## src/rtl/lses_regs.vh

```
`ifndef LSES_REGS_VH
`define LSES_REGS_VH
`define LSES_IDX_INVALID_FLAGS 12'h46E
`define LSES_IDX_UNEXP_FLAGS 12'h46F
`define LSES_IDX_LINK_PAGE 12'h300
`define LSES_IDX_THRESHOLD 12'h301
`define LSES_IDX_CNT_CLEAR 12'h302
`define LSES_FLAGS_RESET 8'h00
`define LSES_THRESHOLD_RESET 8'hFF
`define LSES_LINK_PAGE_RESET 1'h0
`define LSES_LINK_PAGE_BIT 0
`endif

```

## src/rtl/lses_lane_counter.v

```verilog
`timescale 1ns/1ns
module lses_lane_counter #(
    parameter CNT_W = 8
) (
    input wire clk_i,
    input wire rst_i,
    input wire clear_i,
    input wire err_i,
    input wire [CNT_W-1:0] threshold_i,
    output reg flag_o
);
    reg [CNT_W-1:0] count;
    wire at_max;
    assign at_max = &count;
    always @(posedge clk_i) begin
        if (rst_i || clear_i) begin
            count <= {CNT_W{1'b0}};
        end else if (err_i && !at_max) begin
            count <= count + {{(CNT_W-1){1'b0}}, 1'b1};
        end
    end
    always @(posedge clk_i) begin
        if (rst_i) begin
            flag_o <= 1'b0;
        end else begin
            flag_o <= (count >= threshold_i);
        end
    end
endmodule

```

## src/rtl/lses_lane_symbol_error_status.v

```verilog
`timescale 1ns/1ns
`include "lses_regs.vh"
module lses_lane_symbol_error_status #(
    parameter LANES = 8,
    parameter LINKS = 2
) (
    input wire clk_i,
    input wire rst_i,
    input wire cyc_i,
    input wire stb_i,
    input wire we_i,
    input wire [13:0] adr_i,
    input wire [3:0] sel_i,
    input wire [31:0] dat_i,
    output reg [31:0] dat_o,
    output reg ack_o,
    output reg err_o,
    input wire [LINKS*LANES-1:0] invalid_symbol_err_i,
    input wire [LINKS*LANES-1:0] unexpected_control_err_i
);
    reg link_page;
    reg [7:0] error_count_threshold;
    reg [LINKS-1:0] cnt_clear;
    wire [LINKS*LANES-1:0] invalid_flags;
    wire [LINKS*LANES-1:0] unexp_flags;
    wire [11:0] idx;
    wire req;
    wire [7:0] page_invalid;
    wire [7:0] page_unexp;
    reg [31:0] next_dat;
    reg next_err;
    genvar g;

    assign idx = adr_i[13:2];
    assign req = cyc_i && stb_i && !ack_o && !err_o;

    generate
        for (g = 0; g < LINKS*LANES; g = g + 1) begin : lane_g
            lses_lane_counter #(.CNT_W(8)) inv_cnt (
                .clk_i(clk_i),
                .rst_i(rst_i),
                .clear_i(cnt_clear[g/LANES]),
                .err_i(invalid_symbol_err_i[g]),
                .threshold_i(error_count_threshold),
                .flag_o(invalid_flags[g])
            );
            lses_lane_counter #(.CNT_W(8)) unx_cnt (
                .clk_i(clk_i),
                .rst_i(rst_i),
                .clear_i(cnt_clear[g/LANES]),
                .err_i(unexpected_control_err_i[g]),
                .threshold_i(error_count_threshold),
                .flag_o(unexp_flags[g])
            );
        end
    endgenerate

    // page select of flag groups
    assign page_invalid = invalid_flags[link_page*LANES +: LANES];
    assign page_unexp = unexp_flags[link_page*LANES +: LANES];

    always @* begin
        next_dat = 32'h00000000;
        next_err = 1'b0;
        if (idx == `LSES_IDX_INVALID_FLAGS) begin
            next_dat = {24'h000000, page_invalid};
        end else if (idx == `LSES_IDX_UNEXP_FLAGS) begin
            next_dat = {24'h000000, page_unexp};
        end else if (idx == `LSES_IDX_LINK_PAGE) begin
            next_dat = {31'h00000000, link_page};
        end else if (idx == `LSES_IDX_THRESHOLD) begin
            next_dat = {24'h000000, error_count_threshold};
        end else if (idx == `LSES_IDX_CNT_CLEAR) begin
            next_dat = 32'h00000000;
        end else begin
            next_err = 1'b1;
        end
    end

    always @(posedge clk_i) begin
        if (rst_i) begin
            ack_o <= 1'b0;
            err_o <= 1'b0;
            dat_o <= 32'h00000000;
            link_page <= `LSES_LINK_PAGE_RESET;
            error_count_threshold <= `LSES_THRESHOLD_RESET;
            cnt_clear <= {LINKS{1'b0}};
        end else begin
            ack_o <= req && !next_err;
            err_o <= req && next_err;
            cnt_clear <= {LINKS{1'b0}};
            if (req) begin
                dat_o <= we_i ? 32'h00000000 : next_dat;
            end
            // flag registers ignore writes
            if (req && we_i && sel_i[0]) begin
                if (idx == `LSES_IDX_LINK_PAGE) begin
                    link_page <= dat_i[`LSES_LINK_PAGE_BIT];
                end else if (idx == `LSES_IDX_THRESHOLD) begin
                    error_count_threshold <= dat_i[7:0];
                end else if (idx == `LSES_IDX_CNT_CLEAR) begin
                    cnt_clear <= dat_i[LINKS-1:0];
                end
            end
        end
    end
endmodule

```

## config.mk

```make
export PLATFORM = sky130hd
export DESIGN_NAME = lses_lane_symbol_error_status
export DESIGN_NICKNAME = d
export VERILOG_FILES = /design/src/rtl/lses_lane_counter.v /design/src/rtl/lses_lane_symbol_error_status.v
export VERILOG_INCLUDE_DIRS = /design/src /design/src/rtl
export SDC_FILE = /design/constraint.sdc
export NUM_CORES = 1
export LEC_CHECK = 0
export ABC_AREA = 1
export BUFFER_PORTS_ARGS = -buffer_cell sky130_fd_sc_hd__buf_2
export CORE_UTILIZATION = 40
export DETAILED_ROUTE_END_ITERATION = 8
export SLEW_MARGIN = 30
export SYNTH_ARGS = -nofsm -noshare
export SYNTH_HDL_FRONTEND = slang
export SYNTH_SLANG_ARGS = --single-unit
```

## constraint.sdc

```tcl
create_clock -name clk_i -period 2.4 [get_ports clk_i]
set_clock_uncertainty 0.2 [all_clocks]
set_input_delay 0.12 -clock clk_i [delete_from_list [all_inputs] [get_ports clk_i]]
set_output_delay 0.12 -clock clk_i [all_outputs]
set_load 0.02 [all_outputs]
```

==> metrics.md, run 1 <==
| Metric | Value |
|---|---|
| Die W | approximately 230 um |
| Post-route ant nets | 0 |
| Hold Violations, Final | 0 |
| Period utilization | 0.954 |
| Least-Margin Pin Slew | 0.824 ns |
| F_max | 437 MHz |
| Commonest non-fill, non-tap cell in the layout | nand2_1 |
| Remaining DRCs | 0 |
| Clock Sinks | 309 |
| Initial Util | 0.407 |
| CP Cell Sequence | dlygate4sd3_1 -> buf_2 -> nor2_1 -> nand2_1 -> nor2_2 -> dlygate4sd3_1 -> nand3_4 -> o211ai_1 |
| Pwr dens | 505 mW/mm2 |
| CTS root buffer | clkbuf_16 |
| Kind of end point of the critical path | flop |
| Cell area after synthesis | between 0.02 and 0.025 mm2 |
| Dpl hpwl | roughly 38000 um |
| Overall global routing resource usage | 0.201 |
| Die area | 0.0534 mm2 |
| Buf+Inv Stages, Crit Path | 3 |
| First-pass GRT wire length | 88200 um |
| Final setup vio count | 0 |
| Register area share after synthesis | 0.295 |
| HP Class | input pin to flop |
| Commonest cells after routing, fill and taps aside | nand2_1 (663), inv_1 (352), a21oi_1 (314) |
| Clock buffers created by TritonCTS | 38 |
| Synth warnings | 0 |
| DR WL/cell | ~14 um |
| Ys async rst share | 0 |
| Startpoint Class | input pin |
| Floorplan row count | 83 |
| Routed WL | approximately 53000 um |
| CTS tree | yes |
| Via density | ~5.1 |
| Syn_area_per_cell | 7.14 um2 |
| Run status | complete, no violations |
| DRT Pass-1 Iters | 5 |
| Largest net degree at the start of global routing | 75 |
| GP Congestion | 0.829 |
| Final nets | between 3000 and 4000 |
| Min Tclk post-route | 2.29 ns |
| Pre-CTS WS | a little over 0.4 ns |
| Slowest-stage cell, CP | dlygate4sd3_1 |
| Core ar. | 0.0516 mm2 |
| Critical Path Max Stage Delay | 0.72 ns |
| Clk pin slew, worst setup/hold paths | 0.06 ns |
| Total negative slack | 0 ns |
| Area of the multi-input gates | 0.0130 mm2 |
| DRT iter0 DRCs | 949 |
| Required time of the critical path | 2.67 ns |
| Share of layout cells above drive strength 1 | 0.0773 |
| Die Span Y | 231 um |
| Num ports | 121 |
| Critical path's top delay family | buffers and inverters |
| Via count | 19300 |
| EDFF count, synth | 0 |
| Area Growth Syn to Fin | 15.0% |
| Yosys cell types | 45 |
| RSZ-0062 raised after global routing | false |
| Max Cap Violations | 0 |
| Grt total ovfl | 0 |
| Most frequent CP cell | dlygate4sd3_1 |
| CP Class | input pin to flop |
| Clk buf depth | 3 |
| Register area | ~0.0062 mm2 |
| VDD IR-drop max | just under 0.0005 V |
| Top_reg_cell synth | dfxtp_1 |
| PortBufs | between 60 and 70 |
| Pins Over Slew Limit | 0 |
| Clock latency on the worst-skew pair | 0.56 ns |
| Initial antenna violation count | 2 |
| P_leak | 0.0114 uW |
| Min setup slack post-route | roughly 0.11 ns |
| H-tree levels | 2 |
| Gate Count Post-Synth | 2940 |
| Number of global-route vias before repair | 18200 |
| Post CTS Setup Buffer Count | 0 |
| Seq cells post-synth | 309 |
| WP data arrival | 2.56 ns |
| Worst-path maximum fanout | 11 |
| Filler cell count | between 5000 and 6000 |
| Relative slew slack | 0.451 |
-- worst min-delay path, stage by stage --
cell and delay, ns:
buf_2 0.09, nor2_1 0.05, nand2_1 0.07, nor2_2 0.11, nand3_1 0.10, nand3_1 0.07
nand3_1 0.07, a21oi_1 0.06
-- stage by stage --
step,hold slack (ns),util,area [um2],power [uW],instances
floorplan,0.0548,-,21100,6050,2963
global placement,0.194,0.429,22100,6250,3670
detailed placement,0.209,0.429,22100,6290,3670
CTS,0.0142,0.467,24100,12400,3810
global route,0.0795,0.467,24100,12700,3810
finish,0.0339,0.467,24100,12200,3810
-- flip-flops by register name, summed over array words and instances (netlist names) --
name and flops:
error_count_threshold 8, cnt_clear 2, err_o 1, link_page 1
ack_o 1, dat_o 8, lane_g.inv_cnt.count 128, lane_g.unx_cnt.flag_o 16
lane_g.inv_cnt.flag_o 16, lane_g.unx_cnt.count 128
-- path summary, 6_finish.rpt --
kind                                      startpoint                                 endpoint  slack, ns  cells past startpoint
max                                        adr_i[13]    error_count_threshold[1]$_SDFFE_PP1P_       0.11                      8
min                                        adr_i[12]                    dat_o[2]$_SDFFE_PP0P_       0.03                      8
max reg2reg                   link_page$_SDFFE_PP0P_                    dat_o[1]$_SDFFE_PP0P_       0.17                      6
min reg2reg  lane_g[0].inv_cnt.count[4]$_SDFFE_PP0P_  lane_g[0].inv_cnt.count[4]$_SDFFE_PP0P_       0.26                      2
-- repair_timing --
| item | in CTS | in global routing |
|---|---|---|
| endpoints found under the setup margin | 0 | 7 |
| endpoints found under the hold margin | 274 | 0 |
| hold buffers | 71 | 0 |
| gates resized for setup | 0 | 2 |
-- cells by family after synthesis --
family / synth area share
other cells: 0.000179
xor+xnor: 0.0426
compound gates: 0.136
buf+inv: 0.0903
fa+ha+maj: 0.172
flops: 0.295
simple gates: 0.264
-- layout make-up --
class / count / area share
multi-input cells: 2195 / 0.539
clock buffers: 56 / 0.0464
inverters: 389 / 0.0605
diodes: 1 / 0.000104
flip-flops and latches: 309 / 0.256
clock inverters: 13 / 0.00700
repair buffers: 167 / 0.0549
well taps: 680 / 0.0353
-- per-layer routing --
layer  wire (um)  up-vias  track usage
li1            -    10000            -
met1       25100     8786        0.257
met2       24500      345        0.344
met3        2550       84       0.0304
met4        1400        2       0.0662
met5           8        -            0
-- where the power goes --
part / internal, uW / switching (uW)
Clock: 3570 / 2370
Combinational: 327 / 565
Sequential: 5240 / 128
-- synth_stat cells, types with 4 or more instances --
master / n / area, um2
a31oi_1: 6 / 37.5
xor2_1: 60 / 526
nor3_2: 5 / 50.1
nand2_1: 663 / 2490
o31ai_1: 32 / 240
o21ai_0: 120 / 601
buf_2: 11 / 55.1
nand4_1: 51 / 319
nand3_1: 175 / 876
inv_2: 29 / 109
dfxtp_1: 309 / 6190
nor3_1: 72 / 360
nor4_1: 4 / 25.0
o21a_1: 33 / 248
and3_1: 6 / 37.5
a21oi_1: 314 / 1570
ha_1: 288 / 3600
nor2_1: 238 / 893
inv_1: 359 / 1350
nor4_4: 9 / 191
nand2_2: 18 / 113
a21boi_1: 9 / 67.6
clkbuf_1: 26 / 97.6
xnor2_1: 42 / 368
buf_4: 27 / 203
o21bai_1: 4 / 30.0
(Power assumes the default switching activity.)
==> run 2: changes to the inputs <==
- CORE_UTILIZATION: 40 -> 55
- PLACE_DENSITY: default -> 0.73
==> run 2 against run 1 <==
Global-route usage grew 6.5 points. Wire length shrank 4.2%. Utilization grew 16 points. Die area shrank 27%. First-iteration DRC count shrank 8.6%. Sequential cell count is the same. Non-clock buffer count grew 2. Worst hold slack lost 0.0060 ns. Fmax grew 0.93%. Largest cell class unchanged.
==> metrics.md, run 2 (synthesis gave the netlist of run 1 again) <==
| Metric | Value |
|---|---|
| HP Class | input pin to flop |
| Slowest-stage cell, CP | dlygate4sd3_1 |
| Commonest non-fill, non-tap cell in the layout | nand2_1 |
| Most frequent CP cell | nand3_1 |
| Max Cap Violations | 0 |
| P_leak | between 0.01 and 0.015 uW |
| Kind of end point of the critical path | flop |
| Run status | complete, no violations |
| Final nets | 3475 |
| Dpl hpwl | 35200 um |
| WL met1 | 22900 um |
| Initial Util | 0.559 |
| Finished Layout Cells | around 3600 |
| WL met3 | 2490 um |
| Final setup vio count | 0 |
| Least-Margin Pin Slew | 0.800 ns |
| Met2 WL | 24400 um |
| PortBufs | 67 |
| Overall global routing resource usage | 0.266 |
| CP Class | input pin to flop |
| Via density | 5.33 |
| Die area | 0.0389 mm2 |
| Share of layout cells above drive strength 1 | 0.0758 |
| Post-route ant nets | 0 |
| DR WL/cell | about 14 um |
| Top Layer Used | met4 |
| H-tree levels | 2 |
| RSZ-0062 raised after global routing | false |
| CTS root buffer | clkbuf_16 |
| Num ports | approximately 120 |
| Commonest cells after routing, fill and taps aside | nand2_1 (663), inv_1 (352), a21oi_1 (314) |
| Die Span Y | a little under 200 um |
| Relative slew slack | 0.467 |
| Initial antenna violation count | 0 |
| Number of global-route vias before repair | approximately 19000 |
| Clock Sinks | ~300 |
| Hold WS | 0.0279 ns |
| Remaining DRCs | 0 |
| Grt total ovfl | 0 |
| Pwr dens | 488 mW/mm2 |
| Cells after DPL | 3500 |
| Area Growth Syn to Fin | 13.2% |
| VDD IR-drop max | 0.000563 V |
| Core ar. | 0.0376 mm2 |
| First-pass GRT wire length | ~85000 um |
| Floorplan row count | between 70 and 80 |
| Clock latency on the worst-skew pair | 0.55 ns |
| Routed WL | 51200 um |
| Period utilization | 0.945 |
| GP Congestion | 0.855 |
| Min Tclk post-route | about 2.3 ns |
| Clk buf depth | 3 |
| Die W | between 150 and 200 um |
| CTS tree | yes |
| Total negative slack | 0 ns |
| Pins Over Slew Limit | 0 |
| Filler cell count | approximately 3300 |
| Largest net degree at the start of global routing | 75 |
| F_max | 441 MHz |
| WP data arrival | approximately 2.5 ns |
| Required time of the critical path | 2.67 ns |
| Area after DPL | 0.0219 mm2 |
| DRT iter0 DRCs | 867 |
| Startpoint Class | input pin |
| Buf+Inv Stages, Crit Path | 3 |
| DRT Pass-1 Iters | 5 |
| Via count | 19400 |
| Top flop regs | lane_g.inv_cnt.count (128), lane_g.unx_cnt.count (128) |
| Clock buffers created by TritonCTS | 36 |
| CP Cell Sequence | buf_2 -> dlygate4sd3_1 -> nor2_2 -> nand2_4 -> nor2_4 -> dlygate4sd3_1 -> nand3_1 -> nand3_1 -> nand3_1 -> a21oi_1 |
| Worst-path maximum fanout | 14 |
| Critical path's top delay family | buffers and inverters |
| Final instance area | 0.0238 mm2 |
| Critical Path Max Stage Delay | 0.77 ns |
| Clk pin slew, worst setup/hold paths | 0.06 ns |
| Hold Violations, Final | 0 |
==> run 2: changes by cell type in the layout (fill, tap and decap cells not counted), sizes merged <==
cell and delta:
buf +3, bufinv -2, clkinvlp +2, inv -2, clkbuf -1, dlygate4sd3 -1
==> run 2: layout make-up <==
type                       count  area (um2)  share of cell area
multi-input combinational   2195       13000               0.548
sequential                   309        6190               0.260
inverter                     389        1460              0.0616
timing repair buffer         169        1320              0.0557
clock buffer                  55        1030              0.0435
tap                          511         639              0.0269
clock inverter                11        92.6             0.00390
antenna                        1        2.50            0.000105
==> run 2: stage by stage <==
stage	util	total power [uW]	setup WS, ns
global route	0.632	12100	0.0182
global placement	0.583	6240	0.431
floorplan	-	6050	0.437
CTS	0.632	11700	0.0161
finish	0.632	11600	0.131
detailed placement	0.583	6280	0.418
==> run 2: worst reg2reg max path: cells and delay by family, from the launching register on <==
| family | cells | cell delay [ns] |
|---|---|---|
| AOI/OAI and AO/OA | 1 | 0.08 |
| buffers and inverters | 2 | 0.87 |
| DFF | 1 | 0.32 |
| and+or+nand+nor | 5 | 0.60 |
==> run 2: per-layer routing <==
metal | GRT usage | up-vias
li1 | - | 10000
met1 | 0.327 | 8930
met2 | 0.466 | 353
met3 | 0.0423 | 98
met4 | 0.0962 | 0
met5 | 0 | -
==> run 2: report_power, final <==
part	internal (uW)	total, uW	switching (uW)
clock network	3090	5350	2260
registers	5240	5360	127
logic	323	882	559
==> run 2: path summary, 6_finish.rpt <==
kind	slack, ns	endpoint	cells past startpoint	from
max	0.13	dat_o[5]$_SDFFE_PP0P_	10	adr_i[10]
min	0.03	dat_o[7]$_SDFFE_PP0P_	8	adr_i[7]
max reg2reg	0.19	error_count_threshold[0]$_SDFFE_PP1P_	8	ack_o$_SDFF_PP0_
min reg2reg	0.27	lane_g[9].unx_cnt.count[4]$_SDFFE_PP0P_	2	lane_g[9].unx_cnt.count[4]$_SDFFE_PP0P_
==> run 2: what timing repair did <==
item / CTS / global route
hold buffers: 71 / 0
endpoints found under the setup margin: 0 / 3
gates resized for setup: 0 / 3
setup buffers: 0 / 4
endpoints found under the hold margin: 273 / 0
